<file path="config.mk">
export PLATFORM = sky130hd
export DESIGN_NAME = ctar_router
export DESIGN_NICKNAME = d
export VERILOG_FILES = /design/src/logic/ctar_pkg.sv /design/src/logic/ctar_router.sv
export SDC_FILE = /design/constraint.sdc
export NUM_CORES = 1
export LEC_CHECK = 0
export BUFFER_PORTS_ARGS = -buffer_cell sky130_fd_sc_hd__buf_2
export CAP_MARGIN = 20
export CELL_PAD_IN_SITES_DETAIL_PLACEMENT = 1
export CELL_PAD_IN_SITES_GLOBAL_PLACEMENT = 1
export CORE_MARGIN = 5
export CORE_UTILIZATION = 45
export DETAILED_ROUTE_END_ITERATION = 12
export PLACE_DENSITY = 0.78
export SETUP_SLACK_MARGIN = 0.15
export SYNTH_ARGS = -nofsm -noshare
export SYNTH_HDL_FRONTEND = slang
export SYNTH_SLANG_ARGS = --single-unit
</file>
<file path="constraint.sdc">
create_clock -name clk -period 10 [get_ports clk]
set_input_delay 2 -clock clk [delete_from_list [all_inputs] [get_ports clk]]
set_output_delay 2 -clock clk [all_outputs]
set_load 0.005 [all_outputs]
</file>
<file path="src/logic/ctar_pkg.sv">
// Package: constants and types for the cross-trigger arm router
package ctar_pkg;

  // Arm source selections
  typedef enum logic [2:0] {
    CTAR_ARM_ALWAYS,
    CTAR_ARM_A_HIGH,
    CTAR_ARM_B_HIGH,
    CTAR_ARM_A_LOW,
    CTAR_ARM_B_LOW
  } ctar_arm_e;

  // Trigger output selections
  typedef enum logic [1:0] {
    CTAR_OUT_NONE,
    CTAR_OUT_A,
    CTAR_OUT_B
  } ctar_out_e;

  // Interval result status
  typedef enum logic [1:0] {
    CTAR_IV_UNKNOWN,
    CTAR_IV_VALID,
    CTAR_IV_UNDER,
    CTAR_IV_OVER
  } ctar_iv_e;

  // Register map
  localparam int CTAR_AW = 4;
  localparam logic [3:0] CTAR_REG_EMU_ARM = 4'h0;
  localparam logic [3:0] CTAR_REG_EXT_ARM = 4'h1;
  localparam logic [3:0] CTAR_REG_EMU_OUT = 4'h2;
  localparam logic [3:0] CTAR_REG_EXT_OUT = 4'h3;
  localparam logic [3:0] CTAR_REG_BREAK = 4'h4;
  localparam logic [3:0] CTAR_REG_MODE = 4'h5;
  localparam logic [3:0] CTAR_REG_EMU_STAT = 4'h6;
  localparam logic [3:0] CTAR_REG_EXT_STAT = 4'h7;
  localparam logic [3:0] CTAR_REG_EMU_IVAL = 4'h8;
  localparam logic [3:0] CTAR_REG_EXT_IVAL = 4'h9;
  localparam logic [3:0] CTAR_REG_QUAL = 4'hA;

  // Qualifier slots; all but the count slot may carry the armed term
  localparam int CTAR_QS_PRI = 0;
  localparam int CTAR_QS_SEC = 1;
  localparam int CTAR_QS_STO = 2;
  localparam int CTAR_QS_PRE = 3;
  localparam int CTAR_QS_TRG = 4;
  localparam int CTAR_QS_CNT = 5;
  localparam int CTAR_NQ = 6;

  // Status field positions
  localparam int CTAR_ST_IGN = 0;
  localparam int CTAR_ST_RCV = 1;
  localparam int CTAR_ST_IV0 = 2;

  // Interval timing
  localparam real CTAR_CLK_MHZ = 200.0;
  localparam real CTAR_IV_MIN_US = 0.04;
  localparam real CTAR_IV_MAX_MS = 41.943;
  localparam int CTAR_IV_MIN_CYC = (CTAR_IV_MIN_US * CTAR_CLK_MHZ) < 1.0 ? 1 :
    int'($ceil(CTAR_IV_MIN_US * CTAR_CLK_MHZ));
  localparam int CTAR_IV_MAX_CYC = int'($floor(CTAR_IV_MAX_MS * 1000.0 * CTAR_CLK_MHZ));
  localparam int CTAR_IV_W = 24;

endpackage : ctar_pkg

</file>
<file path="src/logic/ctar_router.sv">
// Cross-trigger arm router between the two trace analyzers
//
// Implementation choices: the address-and-strobe port and the register offsets.
`timescale 1ns/100ps

// Notes on behaviour
// - Arm defaults to always after reset
// - Arm source always, A/B high, A/B low
// - External arm select only in independent mode
// - Armed term usable in branch, store qualifiers
// - Armed term rejected in count qualifier
// - Status shows arm ignored or received
// - Received flag clears on start unless arm is present then, sets later
// - Measure arm-to-trigger, flag under or over
// - Interval unknown if always or trigger absent
// - No line driven after reset
// - Emulation trigger output selectable, readable back
// - External trigger output selected independently
// - Lines fan to outside, break, other arm
// - Per-line break enable forces monitor entry
// - Line causing break is released
// - Other line stays until halt or start
// - Analyzers cross-arm in independent mode
// - Armed term selectable as trigger qualifier
// - Mutual arming only in independent mode
module ctar_router
  import ctar_pkg::*;
#(
  parameter int IV_MAX_CYC = CTAR_IV_MAX_CYC
) (
  input wire logic clk,
  input wire logic arst_n,
  input wire logic clk_en,
  input wire logic [CTAR_AW-1:0] reg_addr,
  input wire logic [31:0] reg_wdata,
  input wire logic reg_wr,
  input wire logic reg_rd,
  output logic [31:0] reg_rdata,
  input wire logic [1:0] trace_start,
  input wire logic [1:0] trace_halt,
  input wire logic [1:0] trig_found,
  input wire logic [1:0] trig_in_mem,
  input wire logic break_done,
  output logic cross_line_a,
  output logic cross_line_b,
  output logic break_req,
  output logic [1:0] armed,
  output logic [1:0] arm_in_trig_q
);

  // ==========================================================
  // Reset release
  logic rst_m_r;
  logic rst_n_r;
  always_ff @(posedge clk or negedge arst_n) begin
    if (!arst_n) begin
      rst_m_r <= 1'b0;
      rst_n_r <= 1'b0;
    end else begin
      rst_m_r <= 1'b1;
      rst_n_r <= rst_m_r;
    end
  end

  // ==========================================================
  // Configuration registers
  ctar_arm_e arm_sel_r [2];
  ctar_out_e out_sel_r [2];
  logic [1:0] break_condition_enable_r;
  logic indep_r;
  logic [CTAR_NQ-1:0] qual_r [2];
  logic [31:0] rdata_nxt;
  logic wr_emu_arm;
  logic wr_ext_arm;
  logic wr_emu_out;
  logic wr_ext_out;
  logic wr_brk;
  logic wr_mode;
  logic wr_qual;

  assign wr_emu_arm = reg_wr && reg_addr == CTAR_REG_EMU_ARM;
  assign wr_ext_arm = reg_wr && reg_addr == CTAR_REG_EXT_ARM;
  assign wr_emu_out = reg_wr && reg_addr == CTAR_REG_EMU_OUT;
  assign wr_ext_out = reg_wr && reg_addr == CTAR_REG_EXT_OUT;
  assign wr_brk = reg_wr && reg_addr == CTAR_REG_BREAK;
  assign wr_mode = reg_wr && reg_addr == CTAR_REG_MODE;
  assign wr_qual = reg_wr && reg_addr == CTAR_REG_QUAL;

  // Arm source selects
  always_ff @(posedge clk or negedge rst_n_r) begin
    if (!rst_n_r) begin
      arm_sel_r[0] <= CTAR_ARM_ALWAYS;
      arm_sel_r[1] <= CTAR_ARM_ALWAYS;
    end else if (clk_en) begin
      if (wr_emu_arm && reg_wdata[2:0] <= 3'(CTAR_ARM_B_LOW)) begin
        arm_sel_r[0] <= ctar_arm_e'(reg_wdata[2:0]);
      end
      if (wr_ext_arm && indep_r && reg_wdata[2:0] <= 3'(CTAR_ARM_B_LOW)) begin
        arm_sel_r[1] <= ctar_arm_e'(reg_wdata[2:0]);
      end
    end
  end

  // Trigger output selects
  always_ff @(posedge clk or negedge rst_n_r) begin
    if (!rst_n_r) begin
      out_sel_r[0] <= CTAR_OUT_NONE;
      out_sel_r[1] <= CTAR_OUT_NONE;
    end else if (clk_en) begin
      if (wr_emu_out && reg_wdata[1:0] <= 2'(CTAR_OUT_B)) begin
        out_sel_r[0] <= ctar_out_e'(reg_wdata[1:0]);
      end
      if (wr_ext_out && reg_wdata[1:0] <= 2'(CTAR_OUT_B)) begin
        out_sel_r[1] <= ctar_out_e'(reg_wdata[1:0]);
      end
    end
  end

  // Break enables
  always_ff @(posedge clk or negedge rst_n_r) begin
    if (!rst_n_r) begin
      break_condition_enable_r <= 2'h0;
    end else if (clk_en && wr_brk) begin
      break_condition_enable_r <= reg_wdata[1:0];
    end
  end

  // Analyzer mode
  always_ff @(posedge clk or negedge rst_n_r) begin
    if (!rst_n_r) begin
      indep_r <= 1'b0;
    end else if (clk_en && wr_mode) begin
      indep_r <= reg_wdata[0];
    end
  end

  // Qualifier arm terms
  always_ff @(posedge clk or negedge rst_n_r) begin
    if (!rst_n_r) begin
      qual_r[0] <= '0;
      qual_r[1] <= '0;
    end else if (clk_en && wr_qual) begin
      // count slot never takes the armed term
      qual_r[0] <= reg_wdata[CTAR_NQ-1:0] & ~(CTAR_NQ'(1) << CTAR_QS_CNT);
      qual_r[1] <= reg_wdata[CTAR_NQ+7:8] & ~(CTAR_NQ'(1) << CTAR_QS_CNT);
    end
  end

  // ==========================================================
  // Line drive and break release
  logic [1:0] drv_r [2];
  logic [1:0] line_w;
  logic [1:0] brk_r;

  assign line_w = drv_r[0] | drv_r[1];

  genvar g;
  generate
    for (g = 0; g < 2; g++) begin : g_an
      logic [1:0] drv_nxt;
      logic [1:0] sel_mask;
      logic eff_indep;
      logic arm_raw;
      logic rcv_r;
      logic cnt_on_r;
      logic [CTAR_IV_W-1:0] cnt_r;
      ctar_iv_e iv_r;
      logic [CTAR_IV_W-1:0] ival_r;

      assign sel_mask = out_sel_r[g] == CTAR_OUT_A ? 2'h1 :
                        out_sel_r[g] == CTAR_OUT_B ? 2'h2 : 2'h0;
      assign eff_indep = (g == 0) ? 1'b1 : indep_r;

      always_comb begin
        drv_nxt = drv_r[g];
        if (trace_start[g] || trace_halt[g]) begin
          drv_nxt = 2'h0;
        end else if (trig_found[g] && eff_indep) begin
          drv_nxt = drv_r[g] | sel_mask;
        end
        if (break_done) begin
          drv_nxt = drv_nxt & ~brk_r;
        end
      end

      always_ff @(posedge clk or negedge rst_n_r) begin
        if (!rst_n_r) begin
          drv_r[g] <= 2'h0;
        end else if (clk_en) begin
          drv_r[g] <= drv_nxt;
        end
      end

      // other analyzer arm from shared lines
      always_comb begin
        case (arm_sel_r[g])
          CTAR_ARM_ALWAYS: arm_raw = 1'b1;
          CTAR_ARM_A_HIGH: arm_raw = line_w[0];
          CTAR_ARM_B_HIGH: arm_raw = line_w[1];
          CTAR_ARM_A_LOW: arm_raw = !line_w[0];
          CTAR_ARM_B_LOW: arm_raw = !line_w[1];
          default: arm_raw = 1'b1;
        endcase
        if (!eff_indep && arm_sel_r[g] != CTAR_ARM_ALWAYS) begin
          arm_raw = 1'b0;
        end
      end

      // cleared on start unless arm is present then, set any time after
      always_ff @(posedge clk or negedge rst_n_r) begin
        if (!rst_n_r) begin
          rcv_r <= 1'b0;
        end else if (clk_en) begin
          if (arm_raw) begin
            rcv_r <= 1'b1;
          end else if (trace_start[g]) begin
            rcv_r <= 1'b0;
          end
        end
      end

      always_ff @(posedge clk or negedge rst_n_r) begin
        if (!rst_n_r) begin
          cnt_on_r <= 1'b0;
          cnt_r <= '0;
          iv_r <= CTAR_IV_UNKNOWN;
          ival_r <= '0;
        end else if (clk_en) begin
          if (trace_start[g]) begin
            cnt_on_r <= 1'b0;
            cnt_r <= '0;
            iv_r <= CTAR_IV_UNKNOWN;
          end else if (trig_found[g]) begin
            cnt_on_r <= 1'b0;
            ival_r <= cnt_r;
            // unknown if always or not in memory
            if (arm_sel_r[g] == CTAR_ARM_ALWAYS || !trig_in_mem[g] || !rcv_r) begin
              iv_r <= CTAR_IV_UNKNOWN;
            end else if (32'(cnt_r) < CTAR_IV_MIN_CYC) begin
              iv_r <= CTAR_IV_UNDER;
            end else if (32'(cnt_r) > IV_MAX_CYC) begin
              iv_r <= CTAR_IV_OVER;
            end else begin
              iv_r <= CTAR_IV_VALID;
            end
          end else if (arm_raw && !rcv_r) begin
            cnt_on_r <= 1'b1;
            cnt_r <= '0;
          end else if (cnt_on_r && cnt_r != '1) begin
            cnt_r <= cnt_r + 1'b1;
          end
        end
      end

      always_ff @(posedge clk or negedge rst_n_r) begin
        if (!rst_n_r) begin
          armed[g] <= 1'b1;
          arm_in_trig_q[g] <= 1'b0;
        end else if (clk_en) begin
          armed[g] <= arm_raw | rcv_r;
          arm_in_trig_q[g] <= qual_r[g][CTAR_QS_TRG] & (arm_raw | rcv_r);
        end
      end
    end
  endgenerate

  // ==========================================================
  // Break request and outputs
  always_ff @(posedge clk or negedge rst_n_r) begin
    if (!rst_n_r) begin
      brk_r <= 2'h0;
      break_req <= 1'b0;
    end else if (clk_en) begin
      brk_r <= line_w & break_condition_enable_r;
      break_req <= |(line_w & break_condition_enable_r);
    end
  end

  // Shared line outputs
  always_ff @(posedge clk or negedge rst_n_r) begin
    if (!rst_n_r) begin
      cross_line_a <= 1'b0;
      cross_line_b <= 1'b0;
    end else if (clk_en) begin
      cross_line_a <= line_w[0];
      cross_line_b <= line_w[1];
    end
  end

  // ==========================================================
  // Read port
  // ignored or received status
  always_comb begin
    rdata_nxt = 32'h0;
    case (reg_addr)
      CTAR_REG_EMU_ARM: rdata_nxt[2:0] = arm_sel_r[0];
      CTAR_REG_EXT_ARM: rdata_nxt[2:0] = arm_sel_r[1];
      CTAR_REG_EMU_OUT: rdata_nxt[1:0] = out_sel_r[0];
      CTAR_REG_EXT_OUT: rdata_nxt[1:0] = out_sel_r[1];
      CTAR_REG_BREAK: rdata_nxt[1:0] = break_condition_enable_r;
      CTAR_REG_MODE: rdata_nxt[0] = indep_r;
      CTAR_REG_EMU_STAT: begin
        rdata_nxt[CTAR_ST_IGN] = arm_sel_r[0] == CTAR_ARM_ALWAYS;
        rdata_nxt[CTAR_ST_RCV] = g_an[0].rcv_r;
        rdata_nxt[CTAR_ST_IV0+1:CTAR_ST_IV0] = g_an[0].iv_r;
      end
      CTAR_REG_EXT_STAT: begin
        rdata_nxt[CTAR_ST_IGN] = arm_sel_r[1] == CTAR_ARM_ALWAYS;
        rdata_nxt[CTAR_ST_RCV] = g_an[1].rcv_r;
        rdata_nxt[CTAR_ST_IV0+1:CTAR_ST_IV0] = g_an[1].iv_r;
      end
      CTAR_REG_EMU_IVAL: rdata_nxt[CTAR_IV_W-1:0] = g_an[0].ival_r;
      CTAR_REG_EXT_IVAL: rdata_nxt[CTAR_IV_W-1:0] = g_an[1].ival_r;
      CTAR_REG_QUAL: begin
        rdata_nxt[CTAR_NQ-1:0] = qual_r[0];
        rdata_nxt[CTAR_NQ+7:8] = qual_r[1];
      end
      default: rdata_nxt = 32'h0;
    endcase
  end

  always_ff @(posedge clk or negedge rst_n_r) begin
    if (!rst_n_r) begin
      reg_rdata <= 32'h0;
    end else if (clk_en) begin
      reg_rdata <= reg_rd ? rdata_nxt : 32'h0;
    end
  end

endmodule : ctar_router

</file>
# Word-level counts from Yosys, hierarchy flattened
# Index checks and enable logic that the tools add are counted.
# classes
add_sub_neg,2
magnitude_cmp,6
n_eq_ne,26
mux,50
bitwise_logic,13
reduce_logical,61
# ops
operator,n
$mux W24,9
$add A24 B1 Y24 const B,2
$gt A24 B23 Y1 const B,2
$lt A24 B4 Y1 const B,2
$ne A24 B24 Y1 const B,2
$mux W2,20
$logic_and A1 B1 Y1,21
$pmux W10 S2,1
$reduce_and A2 Y1,10
$pmux W6 S3,1
$eq A4 B3 Y1 const B,4
$reduce_bool A3 Y1,5
$eq A3 B2 Y1 const B,4
$eq A4 B4 Y1 const B,3
$reduce_and A3 Y1,4
$mux W1,11
$pmux W1 S11,1
$pmux W1 S10,1
$eq A4 B2 Y1 const B,2
$pmux W1 S4,2
$reduce_bool A2 Y1,4
$logic_not A1 Y1,7
$pmux W1 S7,1
$and A2 B2 Y2,3
20 further kinds,36
# totals
register_bits,174
input_bits,50
word_cells,189

# Depth between registers and ports, before layout
# Gate-level depths: netlist of the first run.
# logic_depth
word_depth,8
ltp_mapped,9
mapped_depth_nobuf,7

# Worst setup path after synthesis of the first run
# No wires, ideal clock.
# synth_path
path_type,input-to-reg
startpoint,input port reg_addr[2]
endpoint,register reg_rdata[14]
arrival_time_ps,3349
required_ps,9922
setup_slack_ps,6573
stages,7
path_buffers,2
cell_sequence,clkbuf_1 -> inv_1 -> nand2_1 -> nor3_1 -> clkbuf_1 -> a22oi_1 -> o2bb2ai_1
# synth_via
elab_chain_cells,3
elab_cells_between_ends,4
classes_between,2 x eq/ne; 2 x mux
# synth_lines
item,line_no,source
start: declaration,ctar_router.sv:34,"input wire logic [CTAR_AW-1:0] reg_addr,"
$eq A4 B4 Y1,ctar_router.sv:295,case (reg_addr)
$pmux W10 S2 (*),ctar_router.sv:295,
$mux W24 (*),ctar_router.sv:326,reg_rdata <= reg_rd ? rdata_nxt : 32'h0;
end signal: assignment,ctar_router.sv:326,
end: declaration,ctar_router.sv:38,"output logic [31:0] reg_rdata,"
# Every way passes the cells marked *; elsewhere a longest branch is shown, timed or not.
# A chain may end at the register's enable or synchronous reset.

# Worst setup path in the final report of the first run
# layout_path
startpoint,input port clk_en
endpoint,register g_an[0].cnt_r[14]
# layout_via
elab_chain_cells,1
# layout_lines
item,line_no,source
start: declaration,ctar_router.sv:33,"input wire logic clk_en,"
$reduce_and A3 Y1 (no source line),-,
end signal: assignment,ctar_router.sv:250,cnt_r <= cnt_r + 1'b1;
end: declaration,ctar_router.sv:166,logic [CTAR_IV_W-1:0] cnt_r;
# Every way passes these cells.

==> results of run 1 <==
power groups by stage:
| stage | Clock [mW] | Sequential (mW) | Combinational [mW] |
|---|---|---|---|
| final | 0.677 | 0.795 | 0.233 |
| after floorplan | 0 | 0.783 | 0.160 |
| after CTS | 0.689 | 0.795 | 0.232 |
| after global placement | 0 | 0.802 | 0.217 |
| after detailed placement | 0 | 0.807 | 0.228 |
| after global routing | 0.719 | 0.803 | 0.257 |
final cells by class:
type | count | area [um2] | area share, %
flip-flops and latches | 166 | 4160 | 44.6
multi-input cells | 571 | 3780 | 40.5
clock buffers | 23 | 498 | 5.34
repair buffers | 68 | 377 | 4.04
well taps | 229 | 287 | 3.07
clock inverters | 9 | 115 | 1.24
inverters | 28 | 105 | 1.13
final timing paths:
| kind | end | slack (ns) | from |
|---|---|---|---|
| worst max-delay path | g_an[0].cnt_r[14] | 5.76 | clk_en |
| worst min-delay path | rst_n_r | 0.35 | rst_m_r |
| worst max register to register | g_an[1].cnt_r[1] | 7.08 | drv_r[3] |
| worst min register to register | rst_n_r | 0.35 | rst_m_r |
| max in group asynchronous | g_an[0].ival_r[7] | 7.67 | rst_n_r |
| min in group asynchronous | reg_rdata[22] | 0.37 | rst_n_r |
layer usage:
layer  up-vias  global-route usage, %  wire [um]
li1       3115                      -          -
met1      3517                   31.0      10900
met2       223                   39.1      12100
met3        50                   4.36       1120
met4         0                   8.35        603
met5         -                      0          0
logic make-up (layout without fill, tap and decap cells):
logic type / Yosys count / in the layout / share of synthesized area (%)
buffers and inverters: 81 / 128 / 4.30
adders and majority gates: 2 / 2 / 0.303
muxes: 75 / 75 / 10.1
DFF: 166 / 166 / 50.3
other: 2 / 9 / 0.0909
and+or+nand+nor: 255 / 255 / 15.6
AOI/OAI and AO/OA: 230 / 230 / 19.3
state kept, by name (all words and copies together) (netlist names), 2 cells and up:
signal / flops
g_an.iv_r: 4
brk_r: 2
drv_r: 4
break_condition_enable_r: 2
reg_rdata: 24
arm_in_trig_q: 2
out_sel_r: 4
g_an.rcv_r: 2
arm_sel_r: 6
armed: 2
qual_r: 10
g_an.cnt_on_r: 2
g_an.ival_r: 48
g_an.cnt_r: 48
critical path, delay by kind of cell:
kind                   cells  cell delay, ns
AO/OA/AOI/OAI              1            0.64
AND/OR/NAND/NOR            3            1.35
buffers and inverters      2            0.61
metrics by stage:
step / hold WS (ns) / worst slack [ns] / area [um2]
after floorplan: 0.331 / 5.04 / 8290
after global placement: 0.340 / 5.14 / 8660
after detailed placement: 0.339 / 5.41 / 8690
after CTS: 0.358 / 5.83 / 9300
after global routing: 0.366 / 5.63 / 9320
final: 0.353 / 5.76 / 9320
cell usage in the layout (no fill, tap or decap), types with 13 or more instances in the layout:
| cell type | synthesis | routed |
|---|---|---|
| nand2_1 | 77 | 77 |
| a22oi_1 | 16 | 16 |
| mux2_2 | 66 | 66 |
| nand3_1 | 43 | 43 |
| nor2_1 | 40 | 40 |
| a21oi_1 | 36 | 36 |
| nor4_1 | 13 | 13 |
| a31oi_1 | 14 | 14 |
| buf_2 | 10 | 58 |
| o2bb2ai_1 | 23 | 23 |
| nor3_1 | 14 | 14 |
| o21ai_0 | 53 | 53 |
| inv_1 | 28 | 28 |
| clkbuf_16 | 0 | 17 |
| o31ai_1 | 16 | 16 |
| nand4_1 | 21 | 21 |
| dfrtp_1 | 164 | 163 |
==> run_results.csv, run 1 <==
group,metric,value,unit
floorplan,core,0.0180,mm2
pwr,p_clk_share,39.7,%
pwr,p_int,1.22,mW
pwr,sequentialPowerShare,46.6,%
detailed_routing,via_per_inst,6.31,
worst_setup_path,path_common_cell,"nand2_1",
logic_synthesis,synth-edff-count,0,
logic_synthesis,yosys-top-cells-count,"dfrtp_1, nand2_1, mux2_2",
logic_synthesis,synth-main-ff-cell,"dfrtp_1",
cells_and_area,final_util,51.7,%
clock_tree,postCtsSetupRepairBufs,0,
pwr,sw_frac_of_total,28.5,%
pwr,power,1.71,mW
logic_synthesis,yosysMostFrequentCell,"dfrtp_1",
global_routing,grt_pass1_wl,40.6,mm
global_routing,grt_max_degree,60,
clock_tree,cts_num_sinks,166,
clock_tree,cts_max_level,4,
detailed_routing,wl,24.7,mm
timing,slew-limit-headroom,30.8,%
worst_setup_path,cp.required,10.37,ns
clock_tree,ctsRootBufferMaster,"clkbuf_16",
timing,min_period_over_period,42.4,%
logic_synthesis,syn-cell-area,0.00826,mm2
cells_and_area,stdcell_count,1094,
detailed_routing,drt_iter0_drc,500,
logic_synthesis,synthCells,811,
detailed_routing,final_antenna_net_count,0,
pwr,ir_drop,113,uV
logic_synthesis,seq_area_frac_synth,50.3,%
timing,setup_viol_count_final,0,
pwr,comb_power_share,13.7,%
timing,finalMaxSlewViolations,0,
logic_synthesis,yosys_register_bits,166,
placement,dp_cells,1060,
pwr,total_leakage_power,4.21,nW
clock_tree,clk_pin_slew,0.06,ns
worst_setup_path,crit_arrival,4.60,ns
clock_tree,clock_latency,0.43,ns
global_routing,grt_use_total,23.6,%
floorplan,ioPinCount,89,
worst_setup_path,crit_fanout,29,
logic_synthesis,synth_area_leaders,"dfrtp_1, mux2_2, nand2_1",
floorplan,die-area,0.0212,mm2
timing,period_minus_slack,4.24,ns
floorplan,start_util,45.8,%
cells_and_area,area_growth,12.8,%
floorplan,die_width,145,um
detailed_routing,wire_per_inst,22.6,um
placement,io_buffers,58,
logic_synthesis,synth_largest_area_cell,"dfrtp_1",
logic_synthesis,synth_top_area_share,49.7,%
timing,finClkSkew,0.00771,ns
clock_tree,cts_tree,"built",
detailed_routing,drc,0,
worst_setup_path,path_cells,"buf_2 > inv_1 > a21oi_1 > nand2_1 > or4_1 > nand2_1",
worst_setup_path,reg2reg_depth,5,
floorplan,die_y,145,um
detailed_routing,dr.pass1.iters,5,
floorplan,rows,49,
pwr,powerDensity,183,mW/mm2
timing,tns,0,ns
worst_setup_path,crit_slowest_cell,"a21oi_1",
clock_tree,clock_path_buffers,2,
cells_and_area,drive_gt1_share,20.9,%
global_routing,antenna_found_initial,0,
clock_tree,ctsResizeCount,0,
worst_setup_path,worst-setup-path-type,"in2reg",
pwr,switchingPower,0.486,mW
min_path,hp-class,"reg2reg",
placement,dp_hpwl,17.5,mm
timing,finalHoldViolCount,0,
clock_tree,numCtsBuffers,17,
detailed_routing,vias,6905,
flow_run,cap_violations,0,
worst_setup_path,end_kind,"flop",
worst_setup_path,cp_slowest_stage_delay,0.64,ns
timing,rsz0062_at_grt,"false",
status,status,"completed",
global_routing,grt_pass1_vias,7309,
cells_and_area,fillers,2013,
cells_and_area,finalNetCount,904,
worst_setup_path,critPathLaunchType,"input port",
logic_synthesis,yosysWarnings,0,
placement,routabilityCongestion,0.932,
timing,tightestPinTransition,1.04,ns
logic_synthesis,synthDistinctLibCells,73,
clock_tree,ctsHoldBuffers,0,
min_path,hold_depth,0,
timing,fmax,236,MHz
cells_and_area,antenna_cells,0,
logic_synthesis,async_flop_share,100,%
global_routing,grt_overflow,0,
logic_synthesis,avgSynthCellArea,10.2,um2
(Power assumes the default switching activity.)
==> run 2: changes to the inputs <==
- ABC_AREA: default -> 1
- CORE_UTILIZATION: 45 -> 44
- PLACE_DENSITY: 0.78 -> 0.81
- clock period: 10 -> 4 ns (I/O delays scaled with it)
==> run 2 against run 1 <==
Effect of this change: register-to-register slack worse by 5.5 ns; cell area is 8.7% higher; die area rose by 11%; sequential power rose by 130%; sequential cell count did not move; critical path depth up 6; worst setup slack worse by 4.3 ns; sequential share of layout area shrank 3.6 points; combinational power is 93% higher.
==> run_results.csv, run 2 <==
group,metric,value,unit
detailed_routing,via_per_inst,5.43,
detailed_routing,drc,0,
logic_synthesis,async_flop_share,100,%
logic_synthesis,synth-main-ff-cell,"dfrtp_1",
worst_setup_path,rrSetupSlack,1.55,ns
global_routing,grt_pass1_wl,46.3,mm
cells_and_area,reg.largest.list,"g_an.cnt_r: 48 flops, g_an.ival_r: 48 flops, reg_rdata: 24 flops",
clock_tree,postCtsSetupRepairBufs,0,
detailed_routing,wl,28.2,mm
worst_setup_path,cp.required,4.33,ns
global_routing,grt_pass1_vias,8756,
clock_tree,cts_num_sinks,166,
logic_synthesis,synth_area_leaders,"dfrtp_1, nand2_1, inv_1",
timing,finClkSkew,0.0145,ns
placement,post_dp_cell_area,0.00952,mm2
timing,tns,0,ns
pwr,power,4.00,mW
global_routing,grt_max_degree,80,
cells_and_area,stdcell_count,1554,
pwr,ir_drop,250,uV
timing,finalMaxSlewViolations,0,
cells_and_area,layout_common_cells,"nand2_1, dfrtp_1, inv_1, nor2_1, nand3_1",
logic_synthesis,synth_top_family_by_area,"simple AND/OR/NAND/NOR gates",
cells_and_area,mostFrequentLayoutCell,"nand2_1",
floorplan,core,0.0202,mm2
worst_setup_path,r2r_end,"g_an[0].cnt_r[14]",
logic_synthesis,synth_largest_area_cell,"dfrtp_1",
global_routing,grt_use_total,24.3,%
global_routing,grt_overflow,0,
cells_and_area,area_growth,12.3,%
worst_setup_path,r2r-start,"g_an[0].cnt_r[0]",
floorplan,die_y,153,um
logic_synthesis,synth-edff-count,0,
detailed_routing,drt_iter0_drc,496,
clock_tree,ctsRootBufferMaster,"clkbuf_16",
worst_setup_path,crit_fanout,15,
clock_tree,clk_pin_slew,0.07,ns
logic_synthesis,yosysMostFrequentCell,"nand2_1",
pwr,powerDensity,394,mW/mm2
placement,io_buffers,58,
logic_synthesis,synth-compound-area-share,10.2,%
floorplan,start_util,44.6,%
clock_tree,ctsHoldBuffers,0,
cells_and_area,post-route-cell-area,0.0101,mm2
logic_synthesis,yosys.area_share.simple,31.4,%
placement,routabilityCongestion,0.888,
timing,finalHoldViolCount,0,
worst_setup_path,reg2reg_depth,10,
floorplan,die_width,153,um
worst_setup_path,end_kind,"flop",
clock_tree,numCtsBuffers,17,
worst_setup_path,crit_arrival,2.83,ns
detailed_routing,wire_per_inst,18.2,um
status,status,"completed",
logic_synthesis,synthDistinctLibCells,46,
logic_synthesis,avgSynthCellArea,7.36,um2
clock_tree,clock_latency,0.44,ns
flow_run,cap_violations,0,
logic_synthesis,synth_mux_area_share,0.500,%
placement,dp_hpwl,20.1,mm
clock_tree,cts_tree,"built",
logic_synthesis,syn-cell-area,0.00902,mm2
floorplan,ioPinCount,89,
detailed_routing,final_antenna_net_count,0,
worst_setup_path,worst-setup-path-type,"in2reg",
detailed_routing,dr.pass1.iters,5,
clock_tree,ctsResizeCount,0,
logic_synthesis,yosys-top-cells-count,"nand2_1, dfrtp_1, inv_1",
timing,setup_viol_count_final,0,
timing,min_period_over_period,62.5,%
floorplan,die-area,0.0235,mm2
clock_tree,cts_max_level,4,
cells_and_area,antenna_cells,0,
detailed_routing,vias,8445,
timing,tightestPinTransition,0.873,ns
timing,fmax,400,MHz
placement,dp_cells,1521,
timing,period_minus_slack,2.50,ns
cells_and_area,drive_gt1_share,10.7,%
timing,rsz0062_at_grt,"false",
cells_and_area,final_util,50.1,%
global_routing,antenna_found_initial,0,
clock_tree,clock_path_buffers,2,
logic_synthesis,yosys_register_bits,166,
floorplan,rows,52,
logic_synthesis,synth_xor_xnor_area_share,2.04,%
cells_and_area,finalNetCount,1323,
logic_synthesis,yosysWarnings,0,
logic_synthesis,synthCells,1226,
logic_synthesis,synth_top_area_share,45.5,%
timing,slew-limit-headroom,41.7,%
logic_synthesis,synth_adder_area_share,0.278,%
pwr,total_leakage_power,5.00,nW
logic_synthesis,seq_area_frac_synth,46.1,%
worst_setup_path,critPathLaunchType,"input port",
min_path,hp-class,"in2async",
## run 2: critical path: stages
cell      delay (ns)
buf_2           0.09
inv_1           0.05
nand2_1         0.05
inv_1           0.16
nand2_1         0.53
clkinv_1        0.43
nand2_1         0.20
nand2_1         0.07
nor2_1          0.18
nand3_1         0.12
nand3_1         0.08
nand2_1         0.05
## run 2: layout make-up
type / count / area (um2)
clock buffers: 20 / 457
clock inverters: 12 / 143
fillers: 2593 / 10100
inverters: 158 / 593
multi-input cells: 859 / 4040
flip-flops and latches: 166 / 4160
well taps: 270 / 338
repair buffers: 69 / 397
## run 2: metal layers
metal  vias up  part of all wire, %  global-route usage, %
li1       4005                    -                      -
met1      4245                   44                   31.8
met2       152                   51                   41.8
met3        43                  3.4                   3.79
met4         0                  2.0                   6.87
met5         -                    0                      0
## run 2: kinds of logic after synthesis
family,count (synthesis)
AOI/OAI and AO/OA,161
xor gates and xnor gates,21
adders and majority gates,2
buffers and inverters,208
DFF,166
muxes,4
other,2
and+or+nand+nor,662
## run 2: worst max path at each step
stage | start | endpoint | slack [ns] | depth (start not counted)
5_1_grt | g_an[0].cnt_r[0] | g_an[0].cnt_r[2] | 1.35 | 10
2_1_floorplan | rst_n_r | arm_in_trig_q[0] | 1.26 | 0
4_1_cts | g_an[0].cnt_r[0] | g_an[0].cnt_r[14] | 1.55 | 10
6_report | reg_addr[2] | reg_rdata[0] | 1.50 | 12
3_5_place_dp | reg_addr[2] | reg_rdata[0] | 1.10 | 12
3_3_place_gp | g_an[0].cnt_r[0] | g_an[0].cnt_r[20] | 1.01 | 10
## run 2: where the power goes
group | switching (mW) | leakage, nW | internal [mW]
combinational | 0.325 | 2.46 | 0.125
sequential | 0.0730 | 2.26 | 1.76
clock | 0.746 | 0.286 | 0.965
## run 2: through the flow
step / setup slack, ns / hold WS, ns
6_report: 1.50 / 0.136
3_5_place_dp: 1.10 / 0.348
3_3_place_gp: 1.01 / 0.338
5_1_grt: 1.35 / 0.123
4_1_cts: 1.55 / 0.120
2_1_floorplan: 1.26 / 0.331
==> run 3: changes to the inputs <==
- CORE_UTILIZATION: 44 -> 39
- PLACE_DENSITY: 0.81 -> 0.76
- clock period: 4 -> 2 ns (I/O delays scaled with it)
==> run 3 against run 2 <==
Effect of this change: combinational power rose to 2.9 times the previous value; die area is 12% higher; cell area increased by 8.8%; global-route usage fell by 1.8 points; non-clock buffer count rose by 73; wire length grew 7.0%; sequential share of layout area decreased by 3.2 points; first-iteration DRC count increased by 15%; sequential power up 100%; worst hold slack better by 0.069 ns; total power increased by 100%; register-to-register slack worse by 1.4 ns; critical path type is now reg2reg.
==> run_results.csv, run 3 (synthesis gave the netlist of run 2 again) <==
group,metric,value,unit
detailed_routing,final_antenna_net_count,0,
cells_and_area,post-route-cell-area,0.0110,mm2
cells_and_area,seq_area,0.00418,mm2
worst_setup_path,r2r_end,"g_an[1].cnt_r[1]",
detailed_routing,drc,0,
cells_and_area,fillers,2835,
cells_and_area,mostFrequentLayoutCell,"nand2_1",
cells_and_area,antenna_cells,0,
floorplan,ioPinCount,89,
floorplan,start_util,39.7,%
global_routing,antenna_found_initial,0,
placement,dp_hpwl,21.6,mm
detailed_routing,wl,30.2,mm
cells_and_area,layout_common_cells,"nand2_1, dfrtp_1, inv_1, nor2_1, nand3_1",
timing,fmax,544,MHz
clock_tree,clock_latency,0.44,ns
floorplan,core,0.0227,mm2
flow_run,cap_violations,0,
worst_setup_path,crit_arrival,2.17,ns
timing,finalHoldViolCount,0,
worst_setup_path,cp.required,2.33,ns
global_routing,grt_overflow,0,
global_routing,grt_use_total,22.5,%
min_path,hold_depth,3,
placement,post_dp_cell_area,0.0100,mm2
detailed_routing,drt_iter0_drc,568,
clock_tree,cts_num_sinks,166,
detailed_routing,vias,8700,
detailed_routing,via_per_inst,5.30,
worst_setup_path,worst-setup-path-type,"reg2reg",
worst_setup_path,end_kind,"flop",
floorplan,die_y,162,um
min_path,min_to,"qual_r[4]",
status,status,"completed",
detailed_routing,wire_per_inst,18.4,um
min_path,min_from,"reg_wdata[12]",
placement,routabilityCongestion,0.934,
cells_and_area,final_util,48.5,%
floorplan,die-area,0.0263,mm2
timing,setup_viol_count_final,0,
worst_setup_path,crit_path_start,"drv_r[0]",
timing,min_period_over_period,92.0,%
cells_and_area,area_growth,22.3,%
worst_setup_path,rrSetupSlack,0.16,ns
cells_and_area,reg.largest.list,"g_an.cnt_r: 48 flops, g_an.ival_r: 48 flops, reg_rdata: 24 flops",
clock_tree,cts_max_level,4,
timing,period_minus_slack,1.84,ns
cells_and_area,drive_gt1_share,18.5,%
floorplan,rows,55,
timing,slew-limit-headroom,66.0,%
clock_tree,numCtsBuffers,17,
cells_and_area,multi_input_area,0.00421,mm2
timing,tns,0,ns
clock_tree,clock_path_buffers,2,
timing,finalMaxSlewViolations,0,
timing,finClkSkew,0.0106,ns
worst_setup_path,critPathLaunchType,"flop",
worst_setup_path,reg2reg_depth,12,
worst_setup_path,r2r-start,"drv_r[0]",
floorplan,die_width,162,um
pwr,powerDensity,740,mW/mm2
global_routing,grt_max_degree,49,
min_path,hp-class,"in2reg",
placement,io_buffers,58,
pwr,ir_drop,501,uV
global_routing,grt_pass1_vias,8908,
detailed_routing,dr.pass1.iters,5,
timing,tightestPinTransition,0.506,ns
clock_tree,ctsRootBufferMaster,"clkbuf_16",
global_routing,grt_pass1_wl,47.5,mm
worst_setup_path,crit_fanout,7,
pwr,total_leakage_power,5.46,nW
timing,rsz0062_at_grt,"true",
clock_tree,clk_pin_slew,0.07,ns
cells_and_area,finalNetCount,1397,
clock_tree,cts_tree,"built",
==> run 3: cell count changes in the layout (fill, tap and decap cells not counted), sizes merged, moves of 2 or more <==
cell and change:
clkbuf +4, bufinv -2, buf +67, inv +2, clkinv +2
==> run 3: how the worst max path moves through the flow <==
stage	depth (start not counted)	to	slack, ns
2_1_floorplan	11	g_an[0].cnt_r[0]	0.19
3_3_place_gp	10	g_an[1].cnt_r[22]	0.15
3_5_place_dp	10	reg_rdata[2]	0.08
4_1_cts	11	g_an[1].cnt_r[0]	0.16
5_1_grt	12	g_an[1].cnt_r[14]	0.05
6_report	12	g_an[1].cnt_r[1]	0.16
==> run 3: worst max-delay path, cell delays in order (launching register included) <==
cell	delay (ns)
dfrtp_1	0.39
inv_2	0.07
nand2_2	0.07
buf_4	0.13
nand3_1	0.08
nand2_1	0.06
nor2_1	0.14
nand2_2	0.12
nand3_4	0.12
nand3_4	0.19
clkbuf_16	0.23
nand3_1	0.08
nand2_1	0.05
==> run 3: layout make-up <==
cell class              instances  area share (%)
repair buffers                142            10.2
clock inverters                13            1.02
flip-flops and latches        166            37.9
clock buffers                  19            4.02
inverters                     158            5.43
well taps                     285            3.23
multi-input cells             860            38.2
==> run 3: what timing repair did <==
action | in CTS | in global routing
cloned | 0 | 8
resized for setup | 5 | 56
setup buffers | 0 | 10
setup endpoints to repair | 24 | 49
hold endpoints to repair | 2 | 0
pin swaps | 0 | 30
hold buffers | 1 | 0
==> run 3: routing by layer <==
layer  vias up  wire, um  GRT usage [%]
met5         -         0              0
met3        40       937           3.07
met1      4339     13400           29.8
met4         0       498           5.27
met2       163     15400           39.3
li1       4158         -              -
==> run 3: power breakdown <==
group	switching (mW)	total [mW]	leakage, nW	internal [mW]
registers	0.135	3.66	2.24	3.52
logic	0.817	1.31	2.95	0.494
clock network	1.53	3.19	0.269	1.66
total	2.48	8.16	5.46	5.68
==> run 3: metrics by stage <==
stage	std cells	hold slack [ns]	setup WS, ns	power (mW)
2_1_floorplan	1233	0.104	0.188	4.29
3_3_place_gp	1592	0.190	0.154	4.68
3_5_place_dp	1592	0.191	0.0757	4.73
4_1_cts	1625	0.190	0.160	7.95
5_1_grt	1643	0.187	0.0528	8.52
6_report	1643	0.205	0.161	8.16
